[src/include/dtf_pkg.sv]
// package for the disk task file register bank
// assumes an 8-bit multiplexed address/data bus decoded by the caller
package dtf_pkg;
  // ****************************************************
  // register addresses on the local bus
  // ****************************************************
  localparam logic [7:0] ADDR_ERR_SYNC = 8'h21; // error read, sync write
  localparam logic [7:0] ADDR_TALLY = 8'h22;
  localparam logic [7:0] ADDR_SECTOR = 8'h23;
  localparam logic [7:0] ADDR_CYL_LO = 8'h24;
  localparam logic [7:0] ADDR_CYL_HI = 8'h25;
  localparam logic [7:0] ADDR_SELECT = 8'h26;
  // ****************************************************
  // error flag bit positions
  // ****************************************************
  localparam int ERR_BAD_BLOCK = 7;
  localparam int ERR_DATA_CHECK = 6;
  localparam int ERR_RELOC = 5;
  localparam int ERR_ID_MISSING = 4;
  localparam int ERR_ABORT = 2;
  localparam int ERR_MARK = 0;
  // ****************************************************
  // select byte fields and values
  // ****************************************************
  localparam int SEL_ECC = 7;
  localparam logic [7:0] HEAD3_MASK = 8'h07;
  localparam logic [7:0] HEAD4_MASK = 8'h0f;
  localparam logic [7:0] CYL_HI_MASK = 8'h07;
  localparam logic [7:0] GAP_MASK = 8'h3f;
  localparam logic [7:0] MARK_BYTE0 = 8'ha1;
  localparam logic [7:0] MARK_BYTE1 = 8'hf8;
  // ****************************************************
  // reset values and counts
  // ****************************************************
  localparam logic [7:0] RST_BYTE = 8'h00;
  localparam logic [3:0] IDX_RETRY = 4'd10; // index pulses with retries
  localparam logic [3:0] IDX_NORETRY = 4'd2; // index pulses, retry off
  localparam logic [2:0] RG_BYTES = 3'd2; // read gate delay in byte times
  localparam logic [1:0] GAP_SUB_SOFT = 2'd3;
  localparam logic [2:0] GAP_SUB_NRZ = 3'd6;
  // search sequencer states
  typedef enum logic [1:0] {DTF_IDLE, DTF_PASS1, DTF_PASS2} dtf_search_e;
endpackage

[src/rtl/dtf_regs.sv]
// disk controller task file: error flags, sync length, sector count,
// sector number, cylinder pair, drive/head select and derived registers
// assumes bus strobes and engine events are synchronous to clk
//
// What this block does
// bad block mark sets bit 7, skips data
// data CRC or ECC error sets bit 6
// relocation id after bad block sets bit 5
// scan id misses after 10 or 2 indexes
// read/write: 10 indexes, seek, 10 more
// retry off: miss after 2, no seek
// not ready, write fault, illegal code abort
// error bits 3 and 1 read zero
// read data mark not A1 F8 sets bit 0
// sync length sizes data and id sync fields
// parameter load copies low six sync bits
// gap delay times read gate or data run
// soft modes raise read gate two bytes late
// tally counts sectors, 0 means 256
// parameter load copies tally to gap fill
// bad block returns its sector in tally
// sector number targets sector or gap size
// parameter load copies sector number to pad
// cylinder is eleven bits, high bits zero
// parameter load takes cylinder as sector size
// head field three bits, four when enabled
// select bit 7 picks ECC, RLL forces ECC
// any error sets status error bit
`timescale 1ns/1ps
`default_nettype none
module dtf_regs (
  // clock and reset
  input wire logic clk,
  input wire logic arst_n,
  // local bus, address already latched
  input wire logic [7:0] bus_addr,
  input wire logic [7:0] bus_wdata,
  input wire logic bus_wr,
  input wire logic bus_rd,
  output logic [7:0] bus_rdata,
  // command engine controls
  input wire logic cmd_start,
  input wire logic cmd_read,
  input wire logic cmd_write,
  input wire logic cmd_format,
  input wire logic cmd_scan,
  input wire logic cmd_load_params,
  input wire logic cmd_illegal,
  input wire logic retry_off,
  input wire logic reloc_enable,
  input wire logic head4_enable,
  input wire logic user_size_enable,
  input wire logic rll_mode,
  input wire logic nrz_mode,
  input wire logic hard_sector,
  // drive status pins
  input wire logic drive_ready_pin,
  input wire logic write_fault_pin,
  // disk events
  input wire logic index_pin,
  input wire logic sector_pin,
  input wire logic byte_tick,
  input wire logic bad_block_seen,
  input wire logic reloc_id_seen,
  input wire logic data_check_err,
  input wire logic id_match,
  input wire logic mark_valid,
  input wire logic [7:0] mark_b0,
  input wire logic [7:0] mark_b1,
  input wire logic sector_done,
  // derived outputs
  output logic [7:0] sync_len,
  output logic [5:0] gap_delay,
  output logic [7:0] gap_fill,
  output logic [7:0] pad_byte,
  output logic [10:0] sector_size,
  output logic [7:0] gap_len,
  output logic use_ecc,
  output logic [3:0] head_num,
  output logic skip_data,
  output logic auto_seek,
  output logic read_gate_signal,
  output logic data_run_detect,
  output logic status_error
);
  // ****************************************************
  // storage
  // ****************************************************
  logic [7:0] err_reg; // sticky error flags
  logic [7:0] tally_reg;
  logic [7:0] sector_reg;
  logic [7:0] cyl_lo_reg;
  logic [7:0] cyl_hi_reg;
  logic [7:0] select_reg;
  logic [5:0] gap_cnt_reg; // hard-sector delay counter
  logic [2:0] rg_cnt_reg;
  logic gate_run_reg;
  // pin synchronisers
  logic [1:0] rdy_sync, wf_sync, idx_sync, sec_sync;
  logic idx_q, sec_q;
  always_ff @(posedge clk or negedge arst_n) begin
    if (!arst_n) begin
      rdy_sync <= 2'b00;
      wf_sync <= 2'b00;
      idx_sync <= 2'b00;
      sec_sync <= 2'b00;
      idx_q <= 1'b0;
      sec_q <= 1'b0;
    end else begin
      rdy_sync <= {rdy_sync[0], drive_ready_pin};
      wf_sync <= {wf_sync[0], write_fault_pin};
      idx_sync <= {idx_sync[0], index_pin};
      sec_sync <= {sec_sync[0], sector_pin};
      idx_q <= idx_sync[1];
      sec_q <= sec_sync[1];
    end
  end
  wire logic idx_rise = idx_sync[1] && !idx_q;
  wire logic sec_rise = sec_sync[1] && !sec_q;
  wire logic hs_pulse = idx_rise || sec_rise;
  // ****************************************************
  // decode
  // ****************************************************
  wire logic wr_sync = bus_wr && (bus_addr == dtf_pkg::ADDR_ERR_SYNC);
  wire logic wr_tally = bus_wr && (bus_addr == dtf_pkg::ADDR_TALLY);
  wire logic wr_sector = bus_wr && (bus_addr == dtf_pkg::ADDR_SECTOR);
  wire logic wr_cyl_lo = bus_wr && (bus_addr == dtf_pkg::ADDR_CYL_LO);
  wire logic wr_cyl_hi = bus_wr && (bus_addr == dtf_pkg::ADDR_CYL_HI);
  wire logic wr_select = bus_wr && (bus_addr == dtf_pkg::ADDR_SELECT);
  wire logic rw_cmd = cmd_read || cmd_write;
  // ****************************************************
  // search timer
  // ****************************************************
  logic id_missing_pulse;
  logic seek_pulse;
  dtf_search u_search (
    .clk(clk),
    .arst_n(arst_n),
    .start(cmd_start && (rw_cmd || cmd_scan)),
    .rw_cmd(rw_cmd),
    .retry_off(retry_off),
    .index_pulse(idx_rise),
    .id_match(id_match),
    .auto_seek(seek_pulse),
    .id_missing(id_missing_pulse),
    .busy()
  );
  // ****************************************************
  // error events
  // ****************************************************
  wire logic abort_ev = cmd_start &&
      (!rdy_sync[1] || wf_sync[1] || cmd_illegal);
  wire logic mark_bad = cmd_read && mark_valid &&
      (mark_b0 != dtf_pkg::MARK_BYTE0 ||
       mark_b1 != dtf_pkg::MARK_BYTE1);
  wire logic bb_ev = bad_block_seen && rw_cmd;
  logic [7:0] err_set;
  always_comb begin
    err_set = 8'h00;
    err_set[dtf_pkg::ERR_BAD_BLOCK] = bb_ev;
    err_set[dtf_pkg::ERR_DATA_CHECK] = data_check_err;
    err_set[dtf_pkg::ERR_RELOC] = reloc_id_seen && reloc_enable;
    err_set[dtf_pkg::ERR_ID_MISSING] = id_missing_pulse;
    err_set[dtf_pkg::ERR_ABORT] = abort_ev;
    err_set[dtf_pkg::ERR_MARK] = mark_bad;
  end
  // a new command clears old flags; same-cycle events still land
  wire logic [7:0] err_next = ((cmd_start ? 8'h00 : err_reg) | err_set)
      & 8'hf5; // bits 3 and 1 never set
  always_ff @(posedge clk or negedge arst_n) begin
    if (!arst_n) begin
      err_reg <= dtf_pkg::RST_BYTE;
    end else begin
      err_reg <= err_next;
    end
  end
  // ****************************************************
  // sector tally and number
  // ****************************************************
  // count stays 8 bits; 0 wraps to 255, giving 256 transfers
  wire logic [7:0] tally_next = wr_tally ? bus_wdata :
      (bb_ev && reloc_enable) ? sector_reg :
      sector_done ? tally_reg - 8'h01 : tally_reg;
  wire logic [7:0] sector_next = wr_sector ? bus_wdata :
      sector_done ? sector_reg + 8'h01 : sector_reg;
  always_ff @(posedge clk or negedge arst_n) begin
    if (!arst_n) begin
      tally_reg <= dtf_pkg::RST_BYTE;
      sector_reg <= dtf_pkg::RST_BYTE;
      cyl_lo_reg <= dtf_pkg::RST_BYTE;
      cyl_hi_reg <= dtf_pkg::RST_BYTE;
      select_reg <= dtf_pkg::RST_BYTE;
      sync_len <= dtf_pkg::RST_BYTE;
    end else begin
      tally_reg <= tally_next;
      sector_reg <= sector_next;
      if (wr_cyl_lo) begin
        cyl_lo_reg <= bus_wdata;
      end
      if (wr_cyl_hi) begin
        cyl_hi_reg <= bus_wdata & dtf_pkg::CYL_HI_MASK;
      end
      if (wr_select) begin
        select_reg <= bus_wdata;
      end
      if (wr_sync) begin
        sync_len <= bus_wdata; // sizes sync fields
      end
    end
  end
  // ****************************************************
  // parameter block load
  // ****************************************************
  always_ff @(posedge clk or negedge arst_n) begin
    if (!arst_n) begin
      gap_delay <= 6'd0;
      gap_fill <= dtf_pkg::RST_BYTE;
      pad_byte <= dtf_pkg::RST_BYTE;
      sector_size <= 11'd0;
    end else if (cmd_load_params) begin
      gap_delay <= sync_len[5:0];
      gap_fill <= tally_reg;
      pad_byte <= sector_reg;
      if (user_size_enable) begin
        sector_size <= {cyl_hi_reg[2:0], cyl_lo_reg};
      end
    end
  end
  // ****************************************************
  // hard-sector gate timing
  // ****************************************************
  // gap delay counts byte times from the index/sector pulse
  always_ff @(posedge clk or negedge arst_n) begin
    if (!arst_n) begin
      gap_cnt_reg <= 6'd0;
      rg_cnt_reg <= 3'd0;
      gate_run_reg <= 1'b0;
      read_gate_signal <= 1'b0;
      data_run_detect <= 1'b0;
    end else if (hard_sector && hs_pulse) begin
      gap_cnt_reg <= 6'd0;
      rg_cnt_reg <= 3'd0;
      gate_run_reg <= 1'b1;
      read_gate_signal <= 1'b0;
      data_run_detect <= !nrz_mode;
    end else if (gate_run_reg && byte_tick) begin
      if (gap_cnt_reg != gap_delay) begin
        gap_cnt_reg <= gap_cnt_reg + 6'd1;
      end
      if (rg_cnt_reg != dtf_pkg::RG_BYTES) begin
        rg_cnt_reg <= rg_cnt_reg + 3'd1;
      end
      if (nrz_mode && gap_cnt_reg + 6'd1 >= gap_delay) begin
        read_gate_signal <= 1'b1;
      end
      if (!nrz_mode && gap_cnt_reg + 6'd1 >= gap_delay) begin
        data_run_detect <= 1'b0;
      end
      if (!nrz_mode && rg_cnt_reg + 3'd1 == dtf_pkg::RG_BYTES) begin
        read_gate_signal <= 1'b1;
      end
    end else if (!hard_sector) begin
      gate_run_reg <= 1'b0;
      read_gate_signal <= 1'b0;
      data_run_detect <= 1'b0;
    end
  end
  // ****************************************************
  // registered outputs and read mux
  // ****************************************************
  wire logic [7:0] head_mask = head4_enable ? dtf_pkg::HEAD4_MASK
                                            : dtf_pkg::HEAD3_MASK;
  wire logic [7:0] head_sel = select_reg & head_mask;
  // rll always uses ecc; otherwise select bit 7 picks ecc in every command
  wire logic ecc_next = rll_mode || select_reg[dtf_pkg::SEL_ECC];
  wire logic [7:0] gap_sub = nrz_mode ? {5'd0, dtf_pkg::GAP_SUB_NRZ}
                                      : {6'd0, dtf_pkg::GAP_SUB_SOFT};
  logic [7:0] rd_mux;
  always_comb begin
    unique case (bus_addr)
      dtf_pkg::ADDR_ERR_SYNC: rd_mux = err_reg;
      dtf_pkg::ADDR_TALLY: rd_mux = tally_reg;
      dtf_pkg::ADDR_SECTOR: rd_mux = sector_reg;
      dtf_pkg::ADDR_CYL_LO: rd_mux = cyl_lo_reg;
      dtf_pkg::ADDR_CYL_HI: rd_mux = cyl_hi_reg;
      dtf_pkg::ADDR_SELECT: rd_mux = select_reg;
      default: rd_mux = 8'h00;
    endcase
  end
  always_ff @(posedge clk or negedge arst_n) begin
    if (!arst_n) begin
      bus_rdata <= 8'h00;
      use_ecc <= 1'b0;
      head_num <= 4'd0;
      gap_len <= 8'h00;
      skip_data <= 1'b0;
      auto_seek <= 1'b0;
      status_error <= 1'b0;
    end else begin
      if (bus_rd) begin
        bus_rdata <= rd_mux;
      end
      use_ecc <= ecc_next;
      head_num <= head_sel[3:0];
      gap_len <= sector_reg + gap_sub; // gap bytes from register
      skip_data <= err_next[dtf_pkg::ERR_BAD_BLOCK];
      auto_seek <= seek_pulse;
      status_error <= |err_next;
    end
  end
endmodule
`default_nettype wire

[src/rtl/dtf_search.sv]
// index-pulse counting identifier search timer
// assumes index and match strobes are on clk already
`timescale 1ns/1ps
`default_nettype none
module dtf_search (
  // clock and reset
  input wire logic clk,
  input wire logic arst_n,
  // control
  input wire logic start,
  input wire logic rw_cmd,
  input wire logic retry_off,
  input wire logic index_pulse,
  input wire logic id_match,
  // results
  output logic auto_seek,
  output logic id_missing,
  output logic busy
);
  dtf_pkg::dtf_search_e state_reg;
  logic [3:0] cnt_reg;
  wire logic [3:0] limit = retry_off ? dtf_pkg::IDX_NORETRY
                                     : dtf_pkg::IDX_RETRY;
  // second pass only for read/write with retries
  wire logic want_pass2 = rw_cmd && !retry_off;
  wire logic at_limit = index_pulse && (cnt_reg + 4'd1 == limit);
  assign busy = (state_reg != dtf_pkg::DTF_IDLE);
  // ****************************************************
  // search pass sequencer
  // ****************************************************
  always_ff @(posedge clk or negedge arst_n) begin
    if (!arst_n) begin
      state_reg <= dtf_pkg::DTF_IDLE;
      cnt_reg <= 4'd0;
      auto_seek <= 1'b0;
      id_missing <= 1'b0;
    end else begin
      auto_seek <= 1'b0;
      id_missing <= 1'b0;
      unique case (state_reg)
        dtf_pkg::DTF_IDLE: begin
          cnt_reg <= 4'd0;
          if (start) begin
            state_reg <= dtf_pkg::DTF_PASS1;
          end
        end
        dtf_pkg::DTF_PASS1: begin
          if (id_match) begin
            state_reg <= dtf_pkg::DTF_IDLE;
          end else if (at_limit && want_pass2) begin
            // scan and seek, then search again
            auto_seek <= 1'b1;
            cnt_reg <= 4'd0;
            state_reg <= dtf_pkg::DTF_PASS2;
          end else if (at_limit) begin
            // retries off or a scan command: no scan or seek
            id_missing <= 1'b1;
            state_reg <= dtf_pkg::DTF_IDLE;
          end else if (index_pulse) begin
            cnt_reg <= cnt_reg + 4'd1;
          end
        end
        dtf_pkg::DTF_PASS2: begin
          if (id_match) begin
            state_reg <= dtf_pkg::DTF_IDLE;
          end else if (at_limit) begin
            id_missing <= 1'b1;
            state_reg <= dtf_pkg::DTF_IDLE;
          end else if (index_pulse) begin
            cnt_reg <= cnt_reg + 4'd1;
          end
        end
      endcase
    end
  end
endmodule
`default_nettype wire

[config.mk]
export PLATFORM = sky130hd
export DESIGN_NAME = dtf_regs
export DESIGN_NICKNAME = d
export VERILOG_FILES = /design/src/include/dtf_pkg.sv /design/src/rtl/dtf_regs.sv /design/src/rtl/dtf_search.sv
export SDC_FILE = /design/constraint.sdc
export NUM_CORES = 1
export LEC_CHECK = 0
export BUFFER_PORTS_ARGS = -buffer_cell sky130_fd_sc_hd__buf_4
export CAP_MARGIN = 20
export CORE_MARGIN = 8
export CORE_UTILIZATION = 40
export CTS_CLUSTER_SIZE = 14
export DETAILED_ROUTE_END_ITERATION = 12
export PLACE_DENSITY_LB_ADDON = 0.12
export SYNTH_ARGS = -nofsm -noshare
export SYNTH_HDL_FRONTEND = slang
export SYNTH_SLANG_ARGS = --single-unit
[constraint.sdc]
create_clock -name clk -period 2 [get_ports clk]
set_clock_uncertainty 0.05 [all_clocks]
set_input_delay 0.2 -clock clk [delete_from_list [all_inputs] [get_ports clk]]
set_output_delay 0.2 -clock clk [all_outputs]
set_load 0.01 [all_outputs]
After elaboration in Yosys (flattened, before gate mapping)
Index checks and enable logic that the tools add are counted.
{ "totals": {"input_bits": 61, "elab_cells": 159, "out_inout_bits": 67, "register_bits": 136} }
{ "classes": {"n_eq_ne": 22, "muxes": 46, "n_bitwise": 2, "add_sub_neg": 6, "reduce_logical": 49, "magnitude_cmp": 1} }
{ "ops": {"columns": ["op", "count"], "rows": [
  ["equality test 8 x 6 -> 1 bit, second input constant", 6],
  ["two-way mux 8 bit", 6],
  ["one-hot mux 8 bit (6 select lines)", 1],
  ["two-way mux 4 bit", 7],
  ["logical AND 1 bit", 23],
  ["two-way mux 6 bit", 3],
  ["two-way mux 1 bit", 17],
  ["!= test 8 bit, second input constant", 2],
  ["AND reduction 2 bit", 7],
  ["two-way mux 3 bit", 4],
  ["one-hot mux 4 bit (3 select lines)", 1],
  ["two-way mux 2 bit", 5],
  ["adder 8 x 1 -> 8 bit, second input constant", 1],
  ["adder 8 x 3 -> 8 bit", 1],
  ["bitwise OR 8 bit", 1],
  ["nonzero test 2 bit", 4],
  ["subtractor 8 x 1 -> 8 bit, second input constant", 1],
  ["logical OR 1 bit", 7],
  ["adder 6 x 1 -> 6 bit, second input constant", 1],
  [">= comparator 6 bit", 1],
  ["!= test 2 bit, second input constant", 3],
  ["!= test 3 x 2 -> 1 bit, second input constant", 2],
  ["!= test 6 bit", 1],
  ["one-hot mux 2 bit (3 select lines)", 1],
  ["other kinds (15)", 20]
]} }

Logic depth before layout (Yosys ltp)
Gate-level depths: netlist of run 1.
{ "depth": {"depth_word": 7, "ltp_mapped": 8} }

Cells and area by module
From an unflattened synthesis of run 1, not the netlist that was laid out.
{ "hier_totals": {"cells_unflattened": 564, "hier_area_um2": 6381.1} }
{ "modules_own_cells": {"columns": ["mod", "cells_each", "area_per_inst_um2", "n_inst"], "rows": [
  ["dtf_regs", 505, 5825.6, 1],
  ["dtf_search", 59, 555.5, 1]
]} }

Worst setup path after synthesis of run 1
OpenSTA, ideal clock, no wires.
{ "synth_timing": {"path_type": "register to register", "from": "register gap_cnt_reg[2]", "to": "register data_run_detect", "setup_time_ns": 0.129, "arrival_ns": 1.805, "path_buffers": 1, "path_slack_ns": 0.016, "stages_incl_launch_ff": 9, "path_cell_list": "dfrtp_1 > clkbuf_2 > nand3_1 > or2_2 > xnor2_1 > ha_1 > and3_1 > a21oi_1 > o41a_1"} }
{ "synth_between": {"elab_chain_cells": 5} }
{ "synth_rtl": {"columns": ["element", "line_no", "rtl"], "rows": [
  ["start: declaration", "dtf_regs.sv:95", "logic [5:0] gap_cnt_reg;"],
  ["start signal: assignment", "dtf_regs.sv:248", "gap_cnt_reg <= gap_cnt_reg + 6'd1;"],
  ["adder 6 x 1 -> 6 bit", "dtf_regs.sv:256", "if (!nrz_mode && gap_cnt_reg + 6'd1 >= gap_delay) begin"],
  [">= comparator 6 bit", "dtf_regs.sv:256", null],
  ["logical AND 1 bit", "dtf_regs.sv:256", null],
  ["!= test 3 x 2 -> 1 bit (no line)", null, null],
  ["AND reduction 2 bit (no line)", null, null],
  ["end signal: assignment", "dtf_regs.sv:245", "data_run_detect <= !nrz_mode;"],
  ["end: declaration", "dtf_regs.sv:83", "output logic data_run_detect,"]
]} }
Every way passes these cells.
A chain may end at the register's enable or synchronous reset.

Worst setup path after layout of run 1
{ "layout_timing": {"from": "register gap_cnt_reg[0]", "to": "register data_run_detect"} }
The elaborated chain is that of the path after synthesis.

==> flow_summary.ini, run 1 <==
[run_status]
outcome = completed

[logic_synthesis]
synth_edf_count = 0
syn_avg_cell_area_um2 = 11.30
yosys.area.top_type = dfrtp_1
synth_nets = 646
postSynthCellCount = 565
synth_seq_cells = 135
synth_area_um2 = 6382
ys.flop_type = dfrtp_1
yosysWarnings = 0
synth_top_area_share_pct = 52.93
synth_area_leaders = dfrtp_1, mux2_2, ha_1
synthArstFlopShare_pct = 100.0
synth_cell_type_count = 55
ys_seq_area_share_pct = 52.93

[finish]
fill_cells = 1397
layout-drive-gt1-share_pct = 34.10
area.growth.synth_to_final_pct = 33.09
antenna-diode-count = 0
final_cell_mix = buf_4, dfrtp_1, mux2_2
final_common_cell = buf_4
post-route-util_pct = 54.06
nNetsFinal = 804
final_cells = 952
ff_latch_area_um2 = 3378
largest_reg_flops = 11
multiInputGateArea_um2 = 2809
top_register = sector_size

[clocking]
clock_path_buffers = 2
insertion_delay_ns = 0.43
cts_tree = built
clkSinkCount = 135
cts_inserted_buffers = 17
cts_root_buf = clkbuf_16
htree_num_levels = 4
clk_pin_slew_worst_paths_ns = 0.06

[critical_path]
timing_worst_setup_path_type = reg -> reg
critPathMaxFanout = 3
startpoint_type = flop
ff2ff_path_depth = 8
end_kind = flop
critPathRequiredTime_ns = 2.25
worstPathArrival_ns = 2.18

[sta]
setup_viol = 0
rsz0062_at_grt = true
drv_slew = 0
relSlewSlack_pct = 59.15
finalSetupTns_ns = 0
fmax_mhz = 518.6
finalCritPeriodShare_pct = 96.42
tightest_slew_ns = 0.6114
finalCriticalPeriod_ns = 1.928
hold_violations = 0

[pwr]
power_density_nw_per_um2 = 1101
p_int_mw = 6.569
clockPowerShare_pct = 35.2
ir_drop_mv = 0.7806
p_leak_nw = 4.080
p_sw_mw = 2.785
seqPwrFrac_pct = 40.2
power_frac_comb_pct = 24.6
switching_share_pct = 29.77

[detailed_routing]
drt_iter0_markers = 208
routedWlPerCell_um = 17.82
drcViolationCount = 0
ant_nets = 0
via_per_inst = 5.074
firstDrtPassIters = 4
drt-total-wl_mm = 16.97
num_vias = 4830

[global_route]
grt_usage_pct = 17.64
grt_max_degree = 47
grt_pass1_wl_mm = 27.43
antenna_found_initial = 0
grt_pass1_vias = 5192
overflow = 0

[floorplan]
io-pin-count = 128
coreArea_um2 = 15710
rows = 46
initial_core_util_pct = 40.62
die_width_um = 142.3
dieArea_um2 = 20250
die_h_um = 142.3

[flow_run]
maxCapViolCount = 0

[placed_design]
dp_hpwl_mm = 12.71
dp_cells = 900
port_buffers = 126
gp_congestion = 0.8293

[worst_hold_path]
whs_path_depth = 3
min_path_type = in -> reg
==> through the flow <==
stage                     instance area (um2)  hold slack [ns]  worst slack (ns)  total power, mW
after floorplan                          6382          -0.1456           0.01559            4.976
after global placement                   7645           0.1086           0.02140            5.994
after detailed placement                 7645           0.1098         -0.006146            6.097
after CTS                                8464        0.0005927           0.01054            9.469
after global routing                     8494          0.01994          -0.03817            9.908
final                                    8494          0.01130           0.07156            9.354
==> power by group through the flow <==
| stage | Combinational [mW] | Sequential, mW | Clock [mW] |
|---|---|---|---|
| 2_1_floorplan | 1.24 | 3.74 | 0 |
| 3_3_place_gp | 2.21 | 3.78 | 0 |
| 3_5_place_dp | 2.28 | 3.81 | 0 |
| 4_1_cts | 2.34 | 3.76 | 3.36 |
| 5_1_grt | 2.58 | 3.84 | 3.48 |
| 6_report | 2.30 | 3.76 | 3.29 |
==> repair_timing <==
item                                    CTS  global route
buffers inserted                          1             0
hold buffers                             19             0
pin swaps                                 0             0
endpoints found under the hold margin    65             0
endpoints found under the setup margin    1            10
gates resized for setup                   0             7
==> layout make-up <==
cell class                      instances  share of cell area [%]
Multi-Input combinational cell        374                   33.07
Tap cell                              216                   3.182
Clock inverter                         13                   2.106
Inverter                               30                   1.326
Clock buffer                           19                   5.214
Sequential cell                       135                   39.77
Timing Repair Buffer                  165                   15.33
==> cells in the mapped netlist (7+ instances only) <==
cell type    n
mux2_2      60
nor2b_1      7
nand2_1     42
buf_2       10
clkbuf_1    13
ha_1        20
nand3_1      9
a211oi_1     9
o21ai_0     28
xor2_1      16
mux2i_1     14
nor2_1      31
inv_1       30
xnor2_1     24
a21oi_1     27
dfrtp_1    135
o22ai_1      9
==> final timing paths <==
| kind | slack [ns] | endpoint | from |
|---|---|---|---|
| setup reg to reg | 0.07 | data_run_detect | gap_cnt_reg[0] |
| hold / removal | 0.01 | err_reg[5] | reloc_enable |
| setup / recovery | 0.07 | data_run_detect | gap_cnt_reg[0] |
| min in group asynchronous | 0.22 | gap_cnt_reg[5] | arst_n |
| hold reg to reg | 0.30 | idx_sync[1] | idx_sync[0] |
| max in group asynchronous | 1.04 | pad_byte[5] | arst_n |
==> critical path: stages (launching register included) <==
cell and delay (ns):
dfrtp_1 0.39, ha_1 0.19, nand3_1 0.12, xnor2_1 0.15, ha_1 0.30, a21o_1 0.11, a21o_1 0.14, a21oi_1 0.05
o41a_1 0.31
==> logic make-up after synthesis <==
kind of cell    Yosys count  share of synthesized area [%]
fa+ha+maj                20                          3.921
mux                      74                          12.78
compound gates          103                          10.19
buf+inv                  56                          3.529
simple gates            137                          11.15
flops                   135                          52.93
xor+xnor                 40                          5.489
==> per-layer routing <==
layer  global-route usage (%)  part of all wire [%]
met2                    26.91                    46
met5                        0                     0
met1                    22.95                    46
met4                    6.991                   2.3
met3                    5.434                   5.7
No activity file was read; power rests on OpenSTA's default activity.
==> run 2: changes to the inputs <==
==> constraint.sdc (replaced) <==
create_clock -name clk -period 1.62 [get_ports clk]
set_clock_uncertainty 0.05 [all_clocks]
set_input_delay 0.162 -clock clk [delete_from_list [all_inputs] [get_ports clk]]
set_output_delay 0.162 -clock clk [all_outputs]
set_load 0.01 [all_outputs]
==> flow_summary.ini, run 2 (same netlist as run 1, synthesis figures left out) <==
[pwr]
p_leak_nw = 4.431
ir_drop_mv = 0.8387
finalPower_mw = 12.05
power_density_nw_per_um2 = 1302

[critical_path]
worstPathArrival_ns = 2.21
cp_cell_sequence = nand3_2 > or2_4 > xnor2_1 > ha_1 > and3_4 > a21oi_1 > o41a_1
startpoint_type = flop
critPathMaxFanout = 3
r2r-start = gap_cnt_reg[1]
cp_slowest_cell = dfrtp_1
critPathRequiredTime_ns = 1.86
r2r-end = data_run_detect
slowest_delay_ns = 0.42
cp_num_buf_inv = 0
crit_family = simple AND/OR/NAND/NOR gates
timing_worst_setup_path_type = reg -> reg
reg2reg_setup_slack_ns = -0.34
ff2ff_path_depth = 7
end_kind = flop

[floorplan]
dieArea_um2 = 20250
coreArea_um2 = 15710
io-pin-count = 128
initial_core_util_pct = 40.62
die_width_um = 142.3
die_h_um = 142.3
rows = 46

[detailed_routing]
ant_nets = 0
via_per_inst = 5.012
num_vias = 5057
firstDrtPassIters = 4
routedWlPerCell_um = 17.38
drcViolationCount = 0
drt_iter0_markers = 175
drt-total-wl_mm = 17.53

[sta]
setup_viol = 16
fin_ws_ns = -0.3411
tightest_slew_ns = 0.5164
relSlewSlack_pct = 65.49
hold_violations = 0
fmax_mhz = 509.9
finalCritPeriodShare_pct = 121.1
rsz0062_at_grt = true
finalSetupTns_ns = -2.075
finalCriticalPeriod_ns = 1.961
drv_slew = 0

[clocking]
cts_inserted_buffers = 17
insertion_delay_ns = 0.42
clkSinkCount = 135
htree_num_levels = 4
clk_pin_slew_worst_paths_ns = 0.06
cts_tree = built
cts_root_buf = clkbuf_16
clock_path_buffers = 2

[global_route]
overflow = 0
antenna_found_initial = 0
grt_pass1_wl_mm = 27.62
grt_usage_pct = 17.68
grt_max_degree = 48
grt_pass1_vias = 5349

[worst_hold_path]
min_to = err_reg[2]
min_path_type = in -> reg
worstHoldStart = cmd_illegal
whs_path_depth = 3

[finish]
top_register = sector_size
area.growth.synth_to_final_pct = 44.95
layout-drive-gt1-share_pct = 42.12
largest_reg_flops = 11
nNetsFinal = 861
final_common_cell = buf_4
final_cell_mix = buf_4, dfrtp_1, mux2_2
final_area_um2 = 9251
post-route-util_pct = 58.88
final_cells = 1009
antenna-diode-count = 0

[placed_design]
dpl_cell_area_um2 = 8018
dp_hpwl_mm = 12.74
gp_congestion = 0.8735
port_buffers = 126
dp_cells = 941

[run_status]
violations = setup timing
outcome = finished with violations

[flow_run]
maxCapViolCount = 0
==> run 2: changes by cell type in the layout (fill, tap and decap cells not counted), sizes merged <==
cell / change
clkinv: +3
clkinvlp: -3
buf: +50
inv: +1
clkbuf: -1
dlygate4sd3: +7
==> run 2: what timing repair did <==
action	in CTS	in global routing
gates resized for setup	27	28
setup buffers	4	6
setup endpoints to repair	16	22
endpoints found under the hold margin	95	0
pin swaps	14	23
hold buffers	26	0
==> run 2: how the worst max path moves through the flow <==
stage	startpoint	endpoint	cells past startpoint
6_report	gap_cnt_reg[1]	data_run_detect	7
5_1_grt	gap_cnt_reg[0]	data_run_detect	7
4_1_cts	gap_cnt_reg[0]	data_run_detect	8
3_5_place_dp	gap_cnt_reg[1]	read_gate_signal	8
3_3_place_gp	gap_cnt_reg[1]	read_gate_signal	8
2_1_floorplan	gap_cnt_reg[0]	read_gate_signal	8
==> run 2: cell type report <==
| cell class | instances | area, um2 |
|---|---|---|
| clock buffer | 18 | 439.2 |
| clock inverter | 14 | 180.2 |
| fill | 1362 | 6461 |
| inverter | 30 | 112.6 |
| multi-input combinational | 374 | 3060 |
| sequential | 135 | 3381 |
| tap | 216 | 270.3 |
| timing repair buffer | 222 | 1808 |
==> run 2: routing by layer <==
metal  share of wire [%]  wire, um  global-route usage (%)
met5                   0         0                       0
met2                  45      7954                   26.68
met3                 6.1      1078                   5.569
met1                  47      8193                   23.44
met4                 1.7       306                   6.264
==> run 2: stage by stage <==
step | hold WS, ns | setup WS (ns)
global route | 0.04516 | -0.4196
floorplan | -0.1836 | -0.2354
detailed placement | 0.09949 | -0.3199
global placement | 0.09362 | -0.2785
CTS | 0.02428 | -0.2989
finish | 0.03561 | -0.3411
==> run 2: tightest hold or removal path: cells and delay by family <==
kind	cells	cell delay, ns
buf+inv	1	0.08
compound gates	1	0.16
simple gates	1	0.04
==> run 2: power breakdown <==
part	total [mW]	switching (mW)	internal (mW)
Clock	4.06	1.46	2.60
Combinational	3.46	1.62	1.84
Sequential	4.53	0.531	4.00
==> run 3: changes to the inputs <==
--- a/config.mk
+++ b/config.mk
@@ -7,7 +7,6 @@
 export LEC_CHECK = 0
 export BUFFER_PORTS_ARGS = -buffer_cell sky130_fd_sc_hd__buf_4
 export CAP_MARGIN = 20
-export CORE_MARGIN = 8
 export CORE_UTILIZATION = 40
 export CTS_CLUSTER_SIZE = 14
 export DETAILED_ROUTE_END_ITERATION = 12
==> flow_summary.ini, run 3 (same netlist as run 1, synthesis figures left out) <==
[detailed_routing]
routedWlPerCell_um = 16.22
firstDrtPassIters = 4
num_vias = 4992
drcViolationCount = 0
via_per_inst = 5.027
drt_iter0_markers = 328
drt-total-wl_mm = 16.11
ant_nets = 0

[floorplan]
die_width_um = 128.3
dieArea_um2 = 16460
rows = 45
initial_core_util_pct = 41.52
die_h_um = 128.3
coreArea_um2 = 15370
io-pin-count = 128

[clocking]
clkSinkCount = 135
htree_num_levels = 4
cts_root_buf = clkbuf_16
insertion_delay_ns = 0.43
clk_pin_slew_worst_paths_ns = 0.06
clock_path_buffers = 2
cts_tree = built
cts_inserted_buffers = 17

[placed_design]
dp_cells = 931
dpl_cell_area_um2 = 7949
gp_congestion = 0.8505
dp_hpwl_mm = 11.70
dp_slack_ns = -0.3284
port_buffers = 126

[worst_hold_path]
min_path_type = in -> reg
min_to = data_run_detect
whs_path_depth = 2
worstHoldStart = nrz_mode

[critical_path]
reg2reg_setup_slack_ns = -0.33
critPathRequiredTime_ns = 1.87
r2r-end = data_run_detect
end_kind = flop
startpoint_type = flop
ff2ff_path_depth = 7
timing_worst_setup_path_type = reg -> reg
worstPathArrival_ns = 2.21
r2r-start = gap_cnt_reg[1]
critPathMaxFanout = 3

[finish]
nNetsFinal = 850
final_area_um2 = 9072
post-route-util_pct = 59.02
final_cells = 993
final_cell_mix = buf_4, dfrtp_1, mux2_2
ff_latch_area_um2 = 3382
multiInputGateArea_um2 = 2982
antenna-diode-count = 0
area.growth.synth_to_final_pct = 42.15
top_register = sector_size
final_common_cell = buf_4
largest_reg_flops = 11
fill_cells = 1326
layout-drive-gt1-share_pct = 40.79

[sta]
finalCritPeriodShare_pct = 120.4
tightest_slew_ns = 0.4440
relSlewSlack_pct = 70.33
finalSetupTns_ns = -1.386
rsz0062_at_grt = true
fmax_mhz = 512.5
hold_slack_ns = 0.01066
hold_violations = 0
finalCriticalPeriod_ns = 1.951
fin_ws_ns = -0.3312
drv_slew = 0
setup_viol = 11

[global_route]
grt_pass1_vias = 4998
overflow = 0
grt_max_degree = 58
antenna_found_initial = 0
grt_pass1_wl_mm = 25.92
grt_usage_pct = 20.83

[flow_run]
maxCapViolCount = 0

[run_status]
violations = setup timing
outcome = finished with violations

[pwr]
finalPower_mw = 11.99
power_density_nw_per_um2 = 1321
p_leak_nw = 4.349
ir_drop_mv = 1.038
[run 3: power by group]
group	internal [mW]	switching, mW
Sequential	4.00	0.524
Combinational	1.77	1.56
Clock	2.63	1.51
[run 3: repair_timing]
action | CTS | global route
pin swaps | 5 | 15
setup endpoints to repair | 17 | 19
resized for setup | 20 | 21
endpoints found under the hold margin | 184 | 0
setup buffers | 3 | 3
hold buffers | 25 | 0
[run 3: per-layer routing]
metal / vias to the layer above / track usage [%] / share of wire, %
li1: 2385 / - / -
met1: 2458 / 28.63 / 47
met2: 133 / 32.88 / 47
met3: 16 / 3.965 / 4.5
met4: 0 / 7.543 / 1.6
met5: - / 0 / 0
[run 3: worst max path at each step]
stage / from / to / slack, ns / cells past startpoint
2_1_floorplan: gap_cnt_reg[0] / read_gate_signal / -0.24 / 8
4_1_cts: gap_cnt_reg[0] / data_run_detect / -0.29 / 7
3_5_place_dp: gap_cnt_reg[0] / read_gate_signal / -0.33 / 8
5_1_grt: gap_cnt_reg[0] / data_run_detect / -0.44 / 8
3_3_place_gp: gap_cnt_reg[0] / read_gate_signal / -0.30 / 8
6_report: gap_cnt_reg[1] / data_run_detect / -0.33 / 7
[run 3: cell type report]
class | instances | area share [%]
flip-flops and latches | 135 | 37.28
multi-input cells | 374 | 32.86
repair buffers | 211 | 18.67
clock buffers | 18 | 4.841
well taps | 211 | 2.910
clock inverters | 14 | 2.193
inverters | 30 | 1.241
[run 3: critical path: stages (launching register included)]
cell and delay, ns:
dfrtp_1 0.39, nand3_2 0.12, or2_4 0.26, xnor2_2 0.14, ha_1 0.30, and3_4 0.20
a21oi_2 0.06, o41a_1 0.31
